[config.mk]
export PLATFORM = sky130hd
export DESIGN_NAME = upfss_top
export DESIGN_NICKNAME = d
export VERILOG_FILES = /design/src/rtl/upfss_pkg.sv /design/src/rtl/upfss_sync_if.sv /design/src/rtl/upfss_sync.sv /design/src/rtl/upfss_top.sv
export SDC_FILE = /design/constraint.sdc
export NUM_CORES = 1
export LEC_CHECK = 0
export ABC_AREA = 0
export BUFFER_PORTS_ARGS = -buffer_cell sky130_fd_sc_hd__clkbuf_2
export CAP_MARGIN = 5
export CORE_MARGIN = 4
export CORE_UTILIZATION = 48
export CTS_BUF_LIST = sky130_fd_sc_hd__clkbuf_16
export CTS_CLUSTER_DIAMETER = 40
export DETAILED_ROUTE_END_ITERATION = 8
export HOLD_SLACK_MARGIN = 0.05
export PLACE_DENSITY = 0.76
export SLEW_MARGIN = 20
export SYNTH_ARGS = -nofsm -noshare
export SYNTH_HDL_FRONTEND = slang
export SYNTH_HIERARCHICAL = 1
export SYNTH_SLANG_ARGS = --single-unit
[constraint.sdc]
create_clock -name CORE_CLK -period 1.3 [get_ports CORE_CLK]
set_clock_uncertainty 0.1 [all_clocks]
set_input_delay 0 -clock CORE_CLK [delete_from_list [all_inputs] [get_ports CORE_CLK]]
set_output_delay 0 -clock CORE_CLK [all_outputs]
set_load 0.05 [all_outputs]
[src/rtl/upfss_pkg.sv]
// Package of constants and types for the UART pin function and strap select block
`default_nettype none
package upfss_pkg;
    // Pin function control bit that hands the modem pins to general I/O
    localparam int unsigned MODEM_GPIO_BIT     = 1;
    localparam int unsigned GPIO_WIDTH         = 8;
    // Reset pulse figure and its length in core clock cycles (least time, rounded up)
    localparam int unsigned RESET_PULSE_NS     = 40;
    localparam int unsigned CLK_PERIOD_NS      = 50;
    localparam int unsigned RESET_PULSE_CYCLES =
        (RESET_PULSE_NS + CLK_PERIOD_NS - 1) / CLK_PERIOD_NS;
    // Reset values
    localparam logic        TX_IDLE_UART_RST   = 1'h1;
    localparam logic        RTS_N_RST          = 1'h1;
    localparam logic        STRAP_RST          = 1'h1;
    localparam logic [7:0]  GPIO_RST           = 8'h00;
    // Synchroniser idle levels: straps, receive, CTS and chip select high
    localparam logic [19:0] PIN_IDLE_RST       = 20'h4003F;
    // Strap capture sequence
    typedef enum logic [1:0] {
        UPFSS_ST_WAIT,
        UPFSS_ST_SETTLE,
        UPFSS_ST_SYNC,
        UPFSS_ST_HELD
    } upfss_strap_e;
    // Host interface flavour
    typedef enum logic {
        UPFSS_HOST_SPI,
        UPFSS_HOST_I2C
    } upfss_host_e;
endpackage : upfss_pkg
`default_nettype wire

[src/rtl/upfss_sync_if.sv]
// Interface that carries synchronised pin levels from the synchroniser to the mux
`default_nettype none
interface upfss_sync_if;
    logic [19:0] lvl; // Synchronised pin levels
    modport src (output lvl);
    modport dst (input  lvl);
endinterface : upfss_sync_if
`default_nettype wire

[src/rtl/upfss_sync.sv]
// Two flip-flop synchroniser for all pin inputs
`default_nettype none
module upfss_sync (
    input  wire logic        clk,     // Core clock
    input  wire logic        rst_n,   // Asynchronous reset, active low
    input  wire logic [19:0] pins,    // Raw pin levels
    input  wire logic [19:0] rst_val, // Constant levels while in reset
    upfss_sync_if.src        sync     // Synchronised levels
);
    logic [19:0] meta_q;
    logic [19:0] meta_d;
    logic [19:0] lvl_q;
    logic [19:0] lvl_d;

    // First stage feeds only the second stage; levels are stored relative to idle
    always_comb begin
        meta_d = pins ^ rst_val;
        lvl_d  = meta_q;
    end

    // Reset clears both stages, which read back as the constant idle levels so downstream logic sees quiet pins
    always_ff @(posedge clk or negedge rst_n) begin
        if (!rst_n) begin
            meta_q <= 20'h00000;
            lvl_q  <= 20'h00000;
        end else begin
            meta_q <= meta_d;
            lvl_q  <= lvl_d;
        end
    end

    assign sync.lvl = lvl_q ^ rst_val;
endmodule : upfss_sync
`default_nettype wire

[src/rtl/upfss_top.sv]
// Pin function selection and strap capture for a two channel serial bridge
//
// What this block and the host model do
// Select pin high picks I2C, low SPI
// Host idles serial clock per chosen interface
// Infrared strap chooses plain or infrared data pins
// Half-duplex strap makes RTS RS-485 direction control
// Reset low beyond 40 ns restores everything
// In reset, transmit idles, receive ignored
// Interrupt only pulled low, never driven high
// Address-zero pin: SPI chip select or address
// Address-one pin: SPI data in or address
// CTS gates transmit or reads as input
// RTS from flow control, direction, or software
// Modem pins become GPIO under control bit
// Direction output high receive, low transmit
// Far end idles receive per mode
// Straps latched once at reset release
`default_nettype none
module upfss_top (
    input  wire logic       CORE_CLK,           // Core clock, 20 MHz
    input  wire logic       RESET_N,            // Asynchronous reset, active low
    input  wire logic       HOST_SELECT,        // High I2C-style, low SPI
    input  wire logic       SERIAL_CLK,         // Host serial clock pin
    input  wire logic       ADDR0_OR_CHIP_SELECT_N, // Address 0 or SPI select
    input  wire logic       ADDR1_OR_SERIAL_IN, // Address 1 or SPI data in
    input  wire logic       INFRARED_MODE_STRAP_N, // Infrared strap, low for IR
    input  wire logic       HALFDUPLEX_DIR_STRAP_N, // Half-duplex strap, low for RS-485
    input  wire logic [1:0] RX_PIN,             // Receive pins, [0] A, [1] B
    input  wire logic [1:0] CLEAR_TO_SEND_IN_N, // Clear-to-send pins, [0] A, [1] B
    input  wire logic [7:0] GPIO_IN,            // Shared modem/GPIO pin levels
    input  wire logic [1:0] CORE_TX_DATA,       // Serialised data from the UART cores
    input  wire logic [1:0] CORE_IR_TX,         // Infrared encoder output from cores
    input  wire logic [1:0] CORE_TX_BUSY,       // Transmitter holds data, per channel
    input  wire logic [1:0] CORE_RX_FLOW_RTS_N, // Receive flow control request
    input  wire logic [1:0] AUTO_RTS_EN,        // Auto RTS flow control enable
    input  wire logic [1:0] AUTO_CTS_EN,        // Auto CTS flow control enable
    input  wire logic [1:0] DIR_INVERT,         // Invert RS-485 direction polarity
    input  wire logic [1:0] SW_RTS_N,           // Software RTS level
    input  wire logic [1:0] CORE_MODEM_DTR_N,   // Terminal-ready from cores, [0] A, [1] B
    input  wire logic [7:0] PIN_FUNCTION_CONTROL, // Pin function control register
    input  wire logic [7:0] PIN_DIRECTION_SELECT, // GPIO direction, 1 output
    input  wire logic [7:0] GPIO_OUT_VAL,       // GPIO output values
    input  wire logic       CORE_IRQ_PEND,      // Any interrupt pending
    output logic            HOST_IS_I2C,        // Host port in I2C-style mode
    output logic            SPI_SELECTED,       // SPI chip select active
    output logic            SPI_DATA_IN,        // SPI serial data in
    output logic [1:0]      I2C_ADDR_PINS,      // Address select levels, [1] A1
    output logic            SERIAL_CLK_SYNC,    // Synchronised serial clock
    output logic            INFRARED_MODE,      // Latched infrared mode
    output logic            HALFDUPLEX_MODE,    // Latched RS-485 mode
    output logic [1:0]      TX_PIN,             // Transmit pins
    output logic [1:0]      CORE_RX_DATA,       // Receive data to cores
    output logic [1:0]      CORE_CTS_OK,        // Transmit permitted
    output logic [1:0]      CTS_LEVEL,          // CTS level readable by software
    output logic [1:0]      REQUEST_TO_SEND_OUT_N, // RTS pins, [0] A, [1] B
    output logic [7:0]      GPIO_OUT,           // Shared pin output values
    output logic [7:0]      GPIO_OE_N,          // Shared pin enables, low drives
    output logic [7:0]      GPIO_LEVEL,         // Shared pin levels for software
    output logic [1:0]      CORE_MODEM_IN_N,    // [0] set-ready A, [1] carrier A
    output logic            CORE_RING_A_N,      // Ring indicator A
    output logic            IRQ_OUT,            // Interrupt pin value, always 0
    output logic            IRQ_OE_N            // Interrupt pin enable, low pulls
);
    upfss_sync_if sync_bus ();
    upfss_pkg::upfss_strap_e strap_st_q;
    upfss_pkg::upfss_strap_e strap_st_d;
    logic        ir_q;
    logic        ir_d;
    logic        hd_q;
    logic        hd_d;
    logic [19:0] pins;
    logic [19:0] rst_val;
    logic [19:0] s;
    logic        i2c_d;
    logic        sel_d;
    logic        sdi_d;
    logic [1:0]  adr_d;
    logic [1:0]  tx_d;
    logic [1:0]  rx_d;
    logic [1:0]  ctsok_d;
    logic [1:0]  rts_d;
    logic [7:0]  gout_d;
    logic [7:0]  goe_d;
    logic        gpio_mode;
    logic        sclk_q;
    logic        i2c_q;
    logic        sel_q;
    logic        sdi_q;
    logic [1:0]  adr_q;
    logic [1:0]  tx_q;
    logic [1:0]  rx_q;
    logic [1:0]  ctsok_q;
    logic [1:0]  ctsl_q;
    logic [1:0]  rts_q;
    logic [7:0]  gout_q;
    logic [7:0]  goe_q;
    logic [7:0]  glvl_q;
    logic [1:0]  mdm_q;
    logic        ring_q;
    logic        irq_oe_q;

    // Direction pin level for one channel: high receive, low transmit
    function automatic logic dir_level(input logic busy, input logic inv);
        dir_level = busy ^ ~inv;
    endfunction : dir_level

    // ******************************************************
    // Pin synchronisation
    // ******************************************************
    // Reset-zero stages read as idle levels, so no false start bit follows reset
    assign pins = {ADDR1_OR_SERIAL_IN, ADDR0_OR_CHIP_SELECT_N, SERIAL_CLK, HOST_SELECT,
                   GPIO_IN, 2'h0, CLEAR_TO_SEND_IN_N, RX_PIN, HALFDUPLEX_DIR_STRAP_N,
                   INFRARED_MODE_STRAP_N};
    assign rst_val = upfss_pkg::PIN_IDLE_RST;

    upfss_sync u_sync (
        .clk     (CORE_CLK),
        .rst_n   (RESET_N),
        .pins    (pins),
        .rst_val (rst_val),
        .sync    (sync_bus)
    );
    assign s = sync_bus.lvl;

    // ******************************************************
    // Strap capture
    // ******************************************************
    // Wait two edges so the synchroniser holds real pin levels, then freeze
    always_comb begin
        strap_st_d = strap_st_q;
        ir_d       = ir_q;
        hd_d       = hd_q;
        unique case (strap_st_q)
            upfss_pkg::UPFSS_ST_WAIT: begin
                strap_st_d = upfss_pkg::UPFSS_ST_SETTLE;
            end
            upfss_pkg::UPFSS_ST_SETTLE: begin
                strap_st_d = upfss_pkg::UPFSS_ST_SYNC;
            end
            upfss_pkg::UPFSS_ST_SYNC: begin
                ir_d       = ~s[0];
                hd_d       = ~s[1];
                strap_st_d = upfss_pkg::UPFSS_ST_HELD;
            end
            upfss_pkg::UPFSS_ST_HELD: begin
                strap_st_d = upfss_pkg::UPFSS_ST_HELD;
            end
        endcase
    end

    // Async reset returns strap state; the 40 ns pulse is shorter than one 50 ns clock period
    always_ff @(posedge CORE_CLK or negedge RESET_N) begin
        if (!RESET_N) begin
            strap_st_q <= upfss_pkg::UPFSS_ST_WAIT;
            ir_q       <= ~upfss_pkg::STRAP_RST;
            hd_q       <= ~upfss_pkg::STRAP_RST;
        end else begin
            strap_st_q <= strap_st_d;
            ir_q       <= ir_d;
            hd_q       <= hd_d;
        end
    end

    // ******************************************************
    // Pin function mux
    // ******************************************************
    // Host pins come synchronised: [16] select, [17] clock, [18] A0, [19] A1
    assign gpio_mode = PIN_FUNCTION_CONTROL[upfss_pkg::MODEM_GPIO_BIT];

    always_comb begin
        i2c_d   = s[16];
        sel_d   = ~s[16] & ~s[18];
        sdi_d   = s[16] ? 1'h0 : s[19];
        adr_d   = s[16] ? {s[19], s[18]} : 2'h0;
        for (int c = 0; c < 2; c++) begin
            // Infrared idles low, plain UART idles high
            tx_d[c]    = ir_q ? CORE_IR_TX[c] : CORE_TX_DATA[c];
            rx_d[c]    = s[2 + c];
            ctsok_d[c] = AUTO_CTS_EN[c] ? ~s[4 + c] : 1'h1;
            if (hd_q) begin
                rts_d[c] = dir_level(CORE_TX_BUSY[c], DIR_INVERT[c]);
            end else if (AUTO_RTS_EN[c]) begin
                rts_d[c] = CORE_RX_FLOW_RTS_N[c];
            end else begin
                rts_d[c] = SW_RTS_N[c];
            end
        end
        for (int g = 0; g < 8; g++) begin
            goe_d[g]  = ~(gpio_mode & PIN_DIRECTION_SELECT[g]);
            gout_d[g] = GPIO_OUT_VAL[g];
        end
        // Terminal-ready pins are modem outputs unless handed to GPIO
        if (!gpio_mode) begin
            goe_d[5]  = 1'h0;
            gout_d[5] = CORE_MODEM_DTR_N[0];
            goe_d[1]  = 1'h0;
            gout_d[1] = CORE_MODEM_DTR_N[1];
        end
    end

    // Reset forces idle transmit, quiet receive and released open-drain
    always_ff @(posedge CORE_CLK or negedge RESET_N) begin
        if (!RESET_N) begin
            i2c_q    <= 1'h0;
            sel_q    <= 1'h0;
            sdi_q    <= 1'h0;
            adr_q    <= 2'h0;
            sclk_q   <= 1'h0;
            tx_q     <= {2{upfss_pkg::TX_IDLE_UART_RST}};
            rx_q     <= 2'h3;
            ctsok_q  <= 2'h0;
            ctsl_q   <= 2'h0;
            rts_q    <= {2{upfss_pkg::RTS_N_RST}};
            gout_q   <= upfss_pkg::GPIO_RST;
            goe_q    <= 8'hFF;
            glvl_q   <= upfss_pkg::GPIO_RST;
            mdm_q    <= 2'h3;
            ring_q   <= 1'h1;
            irq_oe_q <= 1'h1;
        end else begin
            i2c_q    <= i2c_d;
            sel_q    <= sel_d;
            sdi_q    <= sdi_d;
            adr_q    <= adr_d;
            sclk_q   <= s[17];
            tx_q     <= tx_d;
            rx_q     <= rx_d;
            ctsok_q  <= ctsok_d;
            ctsl_q   <= s[5:4];
            rts_q    <= rts_d;
            gout_q   <= gout_d;
            goe_q    <= goe_d;
            glvl_q   <= s[15:8];
            mdm_q    <= gpio_mode ? 2'h3 : {s[14], s[12]};
            ring_q   <= gpio_mode ? 1'h1 : s[15];
            irq_oe_q <= ~CORE_IRQ_PEND;
        end
    end

    assign HOST_IS_I2C           = i2c_q;
    assign SPI_SELECTED          = sel_q;
    assign SPI_DATA_IN           = sdi_q;
    assign I2C_ADDR_PINS         = adr_q;
    assign SERIAL_CLK_SYNC       = sclk_q;
    assign INFRARED_MODE         = ir_q;
    assign HALFDUPLEX_MODE       = hd_q;
    assign TX_PIN                = tx_q;
    assign CORE_RX_DATA          = rx_q;
    assign CORE_CTS_OK           = ctsok_q;
    assign CTS_LEVEL             = ctsl_q;
    assign REQUEST_TO_SEND_OUT_N = rts_q;
    assign GPIO_OUT              = gout_q;
    assign GPIO_OE_N             = goe_q;
    assign GPIO_LEVEL            = glvl_q;
    assign CORE_MODEM_IN_N       = mdm_q;
    assign CORE_RING_A_N         = ring_q;
    assign IRQ_OUT               = 1'h0;
    assign IRQ_OE_N              = irq_oe_q;
endmodule : upfss_top
`default_nettype wire

* After elaboration in Yosys (flattened, before gate mapping)
Cells that the tools add are included.
** Word-level totals
- Register bits after elaboration :: 84
- Input port bits :: 63
- Output and inout port bits :: 47
- Logic and storage cells :: 73
** Operators by class
- Equal/unequal tests :: 3
- Muxes and demuxes :: 17
- Bitwise logic cells :: 30
- Reductions and logical operators :: 2
** Operators with widths (number)
- inverter 1 bit :: 17
- two-way mux 1 bit :: 14
- inverter 7 bit :: 2
- bitwise AND 1 bit :: 9
- case mux 2 bit (3 select lines) :: 1
- equality test 2 bit, second input constant :: 2
- two-way mux 2 bit :: 2
- equality test 2 x 1 -> 1 bit, second input constant :: 1
- logical NOT 2 bit :: 1
- OR reduction 2 bit :: 1
- bitwise XOR 1 bit :: 2

* Depth between registers and ports, before layout
Gate-level depths: netlist of the first run.
- Depth after elaboration :: 3
- Depth in mapped cells :: 2
- Mapped depth without buffers :: 2

* Modules after synthesis
Netlist of the first run, hierarchy kept.
** By module, submodules not included
- upfss_top :: instances 1, cells an instance 87, area each 1488.9 sq um, sequential area each 1223.7 sq um
- upfss_sync :: instances 1, cells an instance 80, area each 1351.3 sq um, sequential area each 1001.0 sq um

* Worst setup path before layout of the first run
No wires, ideal clock.
- Path type :: register to register
- From :: reg ir_q, in the netlist INFRARED_MODE
- To :: reg tx_q[0], in the netlist TX_PIN[0]
- Setup time :: 0.082 ns
- Arrival time :: 1.027 ns
- Required time :: 1.118 ns
- Path slack :: 0.091 ns
- Stages on the path, launching flop included :: 2
- Clock period less this slack :: 1.209 ns
- Path through :: dfrtp_1 mux2_2
** On the way
- Longest elaborated chain between the ends :: 1
** RTL lines
- from (decl) :: line upfss_top.sv:68 : logic ir_q;
- from (signal assigned) :: line upfss_top.sv:156 : ir_q <= ~upfss_pkg::STRAP_RST;
- from (signal assigned) :: line upfss_top.sv:160 : ir_q <= ir_d;
- two-way mux 1 bit :: line upfss_top.sv:178 : tx_d[c] = ir_q ? CORE_IR_TX[c] : CORE_TX_DATA[c];
- via tx_d[0] :: line upfss_top.sv:79 : logic [1:0] tx_d;
- to (signal assigned) :: line upfss_top.sv:210 : tx_q <= {2{upfss_pkg::TX_IDLE_UART_RST}};
- to (signal assigned) :: line upfss_top.sv:227 : tx_q <= tx_d;
- to (decl) :: line upfss_top.sv:91 : logic [1:0] tx_q;
The timed path passes the listed nets, and every way through them passes these cells.
A chain may end at the register's enable or synchronous reset.

* Worst setup path after layout of the first run
- From :: reg goe_q[2], in the netlist GPIO_OE_N[2]
- To :: out GPIO_OE_N[2]
** RTL lines
- from (decl) :: line upfss_top.sv:97 : logic [7:0] goe_q;
- from (signal assigned) :: line upfss_top.sv:233 : goe_q <= goe_d;
- to (decl) :: line upfss_top.sv:58 : output logic [7:0] GPIO_OE_N,
No word-level cell between the ends.

==> results of run 1 <==
placed cells by master, fill, tap and decap left out:
master / count
bufinv_16: 1
buf_12: 1
nor2_1: 1
clkinv_2: 1
dlygate4sd3_1: 64
mux2_2: 4
xor2_1: 38
clkbuf_2: 100
and2_1: 2
dfstp_2: 18
or2_2: 2
nand2b_1: 1
mux2i_1: 6
inv_1: 5
nor2b_2: 1
nor2b_1: 3
clkbuf_16: 9
clkinv_1: 1
dfrtp_1: 66
clkinvlp_4: 2
buf_4: 5
nand2_1: 8
or2_1: 2
conb_1: 37
final cells by class:
class | count | area, µm²
Fill cell | 334 | 1080
Multi-Input combinational cell | 105 | 682
Sequential cell | 84 | 2120
Clock inverter | 7 | 61.3
Tap cell | 72 | 90.1
Timing Repair Buffer | 170 | 1200
Clock buffer | 9 | 225
Inverter | 3 | 11.3
metal layers:
| layer | global-route usage (%) | up-vias |
|---|---|---|
| met5 | 0 | - |
| met4 | 11.0 | 0 |
| met3 | 5.06 | 17 |
| met2 | 33.3 | 81 |
| met1 | 21.6 | 900 |
| li1 | - | 879 |
registers in the layout, summed over array words and instances (netlist names), 8 cells and up:
name / count
GPIO_LEVEL: 8
u_sync/lvl_q: 18
u_sync/lvl_d: 18
GPIO_OE_N: 8
GPIO_OUT: 8
metrics by stage:
stage	util, %	setup slack (ns)	area (µm²)	total power, µW
after floorplan	-	0.0906	2840	3820
after global placement	63.3	0.361	3470	4140
after detailed placement	63.3	0.341	3470	4180
after CTS	79.9	0.0748	4370	6730
after global routing	80.3	0.0459	4390	7000
final	80.3	0.0718	4390	6710
where the power goes:
part / internal [µW] / switching, µW / leakage (µW)
combinational: 403 / 890 / 0.00109
sequential: 2920 / 91.7 / 0.000955
clock: 1460 / 937 / 0.000141
repair_timing:
action	4_1_cts	5_1_grt
hold endpoints to repair	125	2
endpoints found under the setup margin	0	2
hold buffers	62	4
final timing paths:
path	startpoint	end	slack [ns]	cells past startpoint
setup / recovery	GPIO_OE_N[2]	GPIO_OE_N[2]	0.07	1
hold / removal	RESET_N	I2C_ADDR_PINS[0]	0.07	2
setup reg to reg	strap_st_q[0]	HALFDUPLEX_MODE	0.25	2
hold reg to reg	u_sync/lvl_d[15]	u_sync/lvl_q[15]	0.25	0
max in group asynchronous	RESET_N	IRQ_OE_N	0.44	3
min in group CORE_CLK	GPIO_OUT_VAL[3]	GPIO_OUT[3]	0.23	2
==> impl_metrics.tcl, run 1 <==
set metrics [dict create \
    outcome "complete, no violations" \
    cp_slowest_cell "dfstp_2" \
    crit_type "flip-flop to primary output" \
    clock-root-buffer "clkbuf_16" \
    die_w_um 83.1 \
    drive_gt1_share_pct 38.1 \
    nNetsFinal 436 \
    viasPerCell 4.17 \
    pin_count 110 \
    period_needed_ns 1.23 \
    drtIter0Drc 47 \
    tns_ns 0 \
    cts_buffers 9 \
    path_clk_slew_ns 0.06 \
    diodes 0 \
    die_area_um2 6900 \
    numPortBuffers 101 \
    fp.coreArea_um2 5470 \
    routed-wl-met3_um 373 \
    postSynthAreaPerCell_um2 17.0 \
    cts_tree "done" \
    clkSinkCount 84 \
    wl_per_cell_um 13.9 \
    ant_nets 0 \
    period_share_pct 94.5 \
    antenna_found_initial 0 \
    crit_required_ns 1.20 \
    arrival_ns 1.13 \
    slowest_delay_ns 0.53 \
    critPathCaptureType "primary output" \
    dp.cells 370 \
    slew_violations 0 \
    overflow 0 \
    routed_wl_um 6240 \
    ctsResizeCount 0 \
    start_util_pct 49.4 \
    syn_area_um2 2710 \
    worst_setup_path_start_kind "flip-flop" \
    holdWs_ns 0.0711 \
    wl_met1_um 2170 \
    setup_viol 0 \
    insertion_delay_ns 0.32 \
    hp-class "input port to asynchronous set/reset pin" \
    leakage_uw 0.00219 \
    dr.pass1.iters 4 \
    gp_congestion 0.769 \
    area_delta_synth_final_pct 62.4 \
    power.density_nw_per_um2 1530 \
    crit_chain "clkbuf_2" \
    drc 0 \
    max_freq_mhz 814 \
    cts_setup_buffers 0 \
    drv_cap 0 \
    grt_pass1_wl_um 10200 \
    rows 27 \
    cts.path.max_buffers 2 \
    highest_layer "met4" \
    route.met2.wl_um 3500 \
    grt_use_total_pct 19.3 \
    yosysWarnings 6 \
    cp_num_buf_inv 1 \
    crit_family "flip-flops" \
    fp.dieH_um 83.1 \
    hold_viol_final 0 \
    grt_max_degree 34 \
    first_global_vias 2020 \
    rsz0062_at_grt "no" \
    postSynthCellCount 159 \
    num_vias 1877 \
    instances_no_fill 450 \
    critPathMaxFanout 1 \
    hpwl_um 3350 \
    vdd_drop_max_uv 1350 \
    htree_levels 3 \
]
No activity file was read; power rests on OpenSTA's default activity.
==> run 2: changes to the inputs <==
--- a/config.mk
+++ b/config.mk
@@ -7,16 +7,15 @@
 export LEC_CHECK = 0
 export ABC_AREA = 0
 export BUFFER_PORTS_ARGS = -buffer_cell sky130_fd_sc_hd__clkbuf_2
-export CAP_MARGIN = 5
+export CAP_MARGIN = 20
 export CORE_MARGIN = 4
-export CORE_UTILIZATION = 48
+export CORE_UTILIZATION = 45
 export CTS_BUF_LIST = sky130_fd_sc_hd__clkbuf_16
 export CTS_CLUSTER_DIAMETER = 40
 export DETAILED_ROUTE_END_ITERATION = 8
 export HOLD_SLACK_MARGIN = 0.05
-export PLACE_DENSITY = 0.76
+export PLACE_DENSITY = 0.74
 export SLEW_MARGIN = 20
 export SYNTH_ARGS = -nofsm -noshare
 export SYNTH_HDL_FRONTEND = slang
-export SYNTH_HIERARCHICAL = 1
 export SYNTH_SLANG_ARGS = --single-unit
==> run 2 against run 1 <==
  * Fmax down 1.3%
  * Worst setup slack got worse by 0.016 ns
  * Final cell count fell by 16%
  * Utilization fell by 4.0 points
  * Critical path type is now input port to flip-flop
  * Critical endpoint is now REQUEST_TO_SEND_OUT_N[1]
==> impl_metrics.tcl, run 2 <==
set metrics [dict create \
    outcome "complete, no violations" \
    fp.dieH_um 81.6 \
    leakage_uw 0.00197 \
    synth_top_cell_by_area "dfrtp_1" \
    max_freq_mhz 804 \
    p_sw_uw 1450 \
    cp_num_cells 5 \
    cts_tree "done" \
    mostFrequentLayoutCells "clkbuf_2 (100), dfrtp_1 (66), dlygate4sd3_1 (62)" \
    synth_cell_types 16 \
    crit_type "input port to flip-flop" \
    drv_cap 0 \
    critPathCaptureType "flip-flop" \
    syn_area_um2 2430 \
    setup_viol 0 \
    cts_buffers 9 \
    final_area_um2 3950 \
    drc 0 \
    arrival_ns 1.39 \
    r2r_cells 2 \
    power_frac_comb_pct 12.3 \
    htree_levels 3 \
    antenna_found_initial 0 \
    routed_wl_um 5260 \
    insertion_delay_ns 0.33 \
    numPortBuffers 101 \
    synth.most_common_cell "dfrtp_1" \
    rrSetupSlack_ns 0.24 \
    syn_nets 194 \
    clkPwrFrac_pct 40.4 \
    slowest_delay_ns 0.56 \
    multi_input_area_um2 250 \
    final_common_cell "clkbuf_2" \
    crit_chain "dlygate4sd3_1 > clkbuf_2 > mux2i_1 > dlygate4sd3_1 > mux2i_1" \
    period_share_pct 95.7 \
    overflow 0 \
    power.internal_uw 4510 \
    grt_pass1_wl_um 8120 \
    period_needed_ns 1.24 \
    postSynthCellCount 131 \
    switching_share_pct 24.3 \
    ant_nets 0 \
    cts.path.max_buffers 2 \
    die_w_um 81.6 \
    num-fill-cells 312 \
    area_delta_synth_final_pct 62.0 \
    clkSinkCount 84 \
    crit_path_start "SW_RTS_N[1]" \
    synth-edff-count 0 \
    rsz0062_at_grt "no" \
    grt_util_met2_pct 34.1 \
    path_clk_slew_ns 0.06 \
    crit_required_ns 1.45 \
    busiest_layer "met2" \
    gp_congestion 0.746 \
    hp-class "input port to asynchronous set/reset pin" \
    grt_use_total_pct 17.9 \
    dpl-instance-area_um2 3040 \
    synth_top_area_share_pct 67.8 \
    crit_family "buffers and inverters" \
    yosysWarnings 0 \
    hpwl_um 3060 \
    r2r_end "HALFDUPLEX_MODE" \
    cp_num_buf_inv 3 \
    drive_gt1_share_pct 46.3 \
    grt_max_degree 85 \
    nNetsFinal 367 \
    postSynthAreaPerCell_um2 18.6 \
    ys_top_cells_by_area "dfrtp_1 (68%), dfstp_2 (19%), inv_1 (1.8%), mux2_2 (1.8%), mux2i_1 (1.6%)" \
    synthTopCellsByCount "dfrtp_1 (66), dfstp_2 (18), inv_1 (12)" \
    drtIter0Drc 64 \
    met1_usage_pct 16.2 \
    cts_setup_buffers 0 \
    die_area_um2 6650 \
    critPathMaxFanout 1 \
    hold_viol_final 0 \
    first_global_vias 1680 \
    tns_ns 0 \
    clock-root-buffer "clkbuf_16" \
    r2r-start "strap_st_q[0]" \
    use_met3_pct 3.73 \
    yosys_most_used_dff "dfrtp_1" \
    ys_seq_area_share_pct 87.3 \
    synthArstFlopShare_pct 100 \
    worst_setup_path_start_kind "input port" \
    p_seq_share_pct 47.3 \
    viasPerCell 4.09 \
    pin_count 110 \
    num_vias 1556 \
    rows 26 \
    ff_latch_area_um2 2120 \
    ys_ff_latch 84 \
    wl_per_cell_um 13.8 \
    slew_violations 0 \
    start_util_pct 47.1 \
    power.density_nw_per_um2 1510 \
    vdd_drop_max_uv 1040 \
    fp.coreArea_um2 5170 \
    dr.pass1.iters 4 \
    cp_slowest_cell "dlygate4sd3_1" \
]
## run 2: power groups by stage
stage	sequential, µW	combinational [µW]	clock (µW)
finish	2820	734	2410
global route	2830	782	2570
CTS	2820	735	2460
detailed placement	2870	587	0
global placement	2860	581	0
floorplan	3160	62.2	0
## run 2: worst register-to-register path, stage by stage (launching register included)
cell     delay (ns)
dfrtp_1        0.40
nor2b_4        0.14
mux2_4         0.30
## run 2: cell type report
| type | count | share of cell area [%] |
|---|---|---|
| diodes | 1 | 0.0634 |
| clock buffers | 9 | 5.71 |
| clock inverters | 7 | 1.55 |
| inverters | 12 | 1.14 |
| multi-input cells | 33 | 6.34 |
| flip-flops and latches | 84 | 53.9 |
| well taps | 70 | 2.22 |
| repair buffers | 164 | 29.1 |
## run 2: repair_timing
| action | 4_1_cts | 5_1_grt |
|---|---|---|
| hold buffers | 61 | 2 |
| gates resized for setup | 0 | 0 |
| endpoints found under the hold margin | 128 | 1 |
| setup endpoints to repair | 0 | 1 |
## run 2: worst max path at each step
| stage | to | slack [ns] |
|---|---|---|
| after floorplan | TX_PIN[0] | 0.09 |
| after CTS | CORE_RX_DATA[0] | 0.05 |
| after detailed placement | HALFDUPLEX_MODE | 0.23 |
| after global placement | HALFDUPLEX_MODE | 0.25 |
| after global routing | REQUEST_TO_SEND_OUT_N[1] | 0.007 |
| final | REQUEST_TO_SEND_OUT_N[1] | 0.06 |
## run 2: stage by stage
stage	setup slack, ns	utilization (%)	instances	hold slack [ns]	power, µW
2_1_floorplan	0.0905	-	131	-0.396	3220
3_3_place_gp	0.252	58.7	301	-0.0487	3440
3_5_place_dp	0.232	58.7	301	-0.0383	3450
4_1_cts	0.0531	76.0	378	0.158	6020
5_1_grt	0.00744	76.2	379	0.195	6190
6_report	0.0561	76.3	380	0.140	5960
## run 2: logic make-up (layout without fill, tap and decap cells)
kind of cell | Yosys count | in the layout | synth area share, %
flip-flops | 84 | 84 | 87.3
AND/OR/NAND/NOR | 20 | 20 | 4.68
buffers and inverters | 14 | 192 | 2.47
multiplexers | 10 | 10 | 4.73
XOR/XNOR | 2 | 2 | 0.720
other | 1 | 2 | 0.154
## run 2: per-layer routing
layer,share of wire [%],vias up
li1,-,743
met1,32,749
met2,61,50
met3,4.4,14
met4,2.9,0
met5,0,-
==> run 3: changes to the inputs <==
--- a/config.mk
+++ b/config.mk
@@ -8,9 +8,9 @@
 export ABC_AREA = 0
 export BUFFER_PORTS_ARGS = -buffer_cell sky130_fd_sc_hd__clkbuf_2
 export CAP_MARGIN = 20
-export CORE_MARGIN = 4
-export CORE_UTILIZATION = 45
-export CTS_BUF_LIST = sky130_fd_sc_hd__clkbuf_16
+export CORE_MARGIN = 5
+export CORE_UTILIZATION = 43
+export CTS_BUF_LIST = sky130_fd_sc_hd__clkbuf_8
 export CTS_CLUSTER_DIAMETER = 40
 export DETAILED_ROUTE_END_ITERATION = 8
 export HOLD_SLACK_MARGIN = 0.05
==> constraint.sdc (replaced) <==
create_clock -name CORE_CLK -period 1.1 [get_ports CORE_CLK]
set_clock_uncertainty 0.1 [all_clocks]
set_input_delay 0 -clock CORE_CLK [delete_from_list [all_inputs] [get_ports CORE_CLK]]
set_output_delay 0 -clock CORE_CLK [all_outputs]
set_load 0.05 [all_outputs]
==> run 3 against run 2 <==
  * The flow now finishes with violations (negative setup slack)
  * Sequential cell count is the same
  * Non-clock buffer count is 4 higher
  * Clock power fell by 15%
  * Worst setup slack worse by 0.12 ns
  * Clock-buffer cell count is the same
  * Total power grew 7.9%
  * Critical endpoint is now REQUEST_TO_SEND_OUT_N[0]
  * Global-route usage fell by 0.079 points
  * Final cell count increased by 1.3%
  * Cell area rose by 7.7%
==> impl_metrics.tcl, run 3 (synthesis gave the netlist of run 2 again) <==
set metrics [dict create \
    instances_no_fill 385 \
    start_util_pct 44.2 \
    htree_levels 3 \
    overflow 0 \
    clock-root-buffer "clkbuf_8" \
    use_met3_pct 5.53 \
    r2r_cells 2 \
    insertion_delay_ns 0.34 \
    period_needed_ns 1.16 \
    rsz0062_at_grt "yes" \
    drive_gt1_share_pct 47.6 \
    mostFrequentLayoutCells "clkbuf_2 (73), dfrtp_1 (64), dlygate4sd3_1 (59)" \
    grt_util_met2_pct 32.2 \
    cts_buffers 9 \
    hold_viol_final 0 \
    cts.path.max_buffers 2 \
    outcome "complete, but fails checks" \
    leakage_uw 0.00211 \
    rows 27 \
    power.density_nw_per_um2 1510 \
    max_freq_mhz 860 \
    met1_usage_pct 18.5 \
    final_common_cell "clkbuf_2" \
    path_clk_slew_ns 0.08 \
    r2r_end "INFRARED_MODE" \
    numPortBuffers 101 \
    r2r-start "strap_st_q[0]" \
    crit_chain "clkbuf_16" \
    viasPerCell 4.23 \
    busiest_layer "met2" \
    pin_count 110 \
    power_uw 6440 \
    slew_violations 0 \
    setup_viol 20 \
    crit_required_ns 1.00 \
    dr.pass1.iters 2 \
    final_area_um2 4250 \
    arrival_ns 1.06 \
    crit_type "flip-flop to primary output" \
    antenna_found_initial 0 \
    violations "negative setup slack" \
    num_vias 1630 \
    holdWs_ns 0.120 \
    hpwl_um 2960 \
    fp.dieH_um 85.3 \
    routed_wl_um 6080 \
    ant_nets 0 \
    grt_use_total_pct 17.8 \
    period_share_pct 106 \
    vdd_drop_max_uv 1060 \
    grt_pass1_wl_um 9670 \
    wl_per_cell_um 15.8 \
    diodes 0 \
    tns_ns -0.828 \
    die_area_um2 7270 \
    drc 0 \
    cts_tree "done" \
    worst_setup_path_start_kind "flip-flop" \
    critPathCaptureType "primary output" \
    layout_setup_ws_ns -0.0623 \
    crit_family "flip-flops" \
    critPathMaxFanout 1 \
    nNetsFinal 371 \
    slowest_delay_ns 0.56 \
    drtIter0Drc 35 \
    die_w_um 85.3 \
    fp.coreArea_um2 5510 \
    hp-class "input port to asynchronous set/reset pin" \
    area_delta_synth_final_pct 74.6 \
    dp.cells 303 \
    grt_max_degree 85 \
    clkSinkCount 84 \
    first_global_vias 1915 \
    cp_slowest_cell "dfstp_2" \
    dpl-instance-area_um2 3040 \
    gp_congestion 0.735 \
    rrSetupSlack_ns -0.01 \
    cp_num_buf_inv 1 \
    drv_cap 0 \
]
## run 3: changes by cell type in the layout (fill, tap and decap cells not counted), sizes merged
cell          before  now
dlymetal6s4s       0    2
clkinvlp           0    1
diode              1    0
buf                2   14
dlygate4sd3       62   59
inv               14   15
clkbuf           109  102
clkinv             4    2
## run 3: through the flow
stage	utilization, %	setup WS, ns
2_1_floorplan	-	0.0367
3_3_place_gp	55.2	0.0525
3_5_place_dp	55.2	0.0258
4_1_cts	76.3	-0.0740
5_1_grt	77.2	-0.0994
6_report	77.2	-0.0623
## run 3: power by group
group | switching (µW) | internal [µW]
Combinational | 565 | 479
Sequential | 71.4 | 3280
Clock | 1020 | 1020
Total | 1650 | 4780
## run 3: final cells by class
| class | count | area (µm²) |
|---|---|---|
| repair buffers | 168 | 1550 |
| well taps | 72 | 90.1 |
| inverters | 12 | 45.0 |
| clock buffers | 9 | 124 |
| multi-input cells | 33 | 250 |
| fillers | 303 | 1260 |
| flip-flops and latches | 84 | 2130 |
| clock inverters | 7 | 62.6 |
## run 3: worst max-delay path by stage
stage,from,to,slack (ns),cells past startpoint
after floorplan,INFRARED_MODE,TX_PIN[0],0.04,1
after global placement,strap_st_q[0],INFRARED_MODE,0.05,2
after detailed placement,strap_st_q[0],HALFDUPLEX_MODE,0.03,2
after CTS,CORE_RX_DATA[0],CORE_RX_DATA[0],-0.07,1
after global routing,REQUEST_TO_SEND_OUT_N[0],REQUEST_TO_SEND_OUT_N[0],-0.1,1
final,REQUEST_TO_SEND_OUT_N[0],REQUEST_TO_SEND_OUT_N[0],-0.06,1
## run 3: per-layer routing
metal / share of wire, % / wire, µm
met5: 0 / 0
met4: 3.6 / 220
met3: 7.3 / 441
met2: 55 / 3370
met1: 34 / 2050
## run 3: timing repair
action                                  CTS  global route
hold endpoints to repair                128             1
endpoints found under the setup margin   20            33
resized for setup                        57            11
hold buffers                             61             1
setup buffers                             0             5
pin swaps                                 0             0
## run 3: worst reg2reg max path, cell delays in order, from the launching register on
cell and delay, ns:
dfrtp_1 0.43, nor2b_4 0.16, mux2_4 0.30
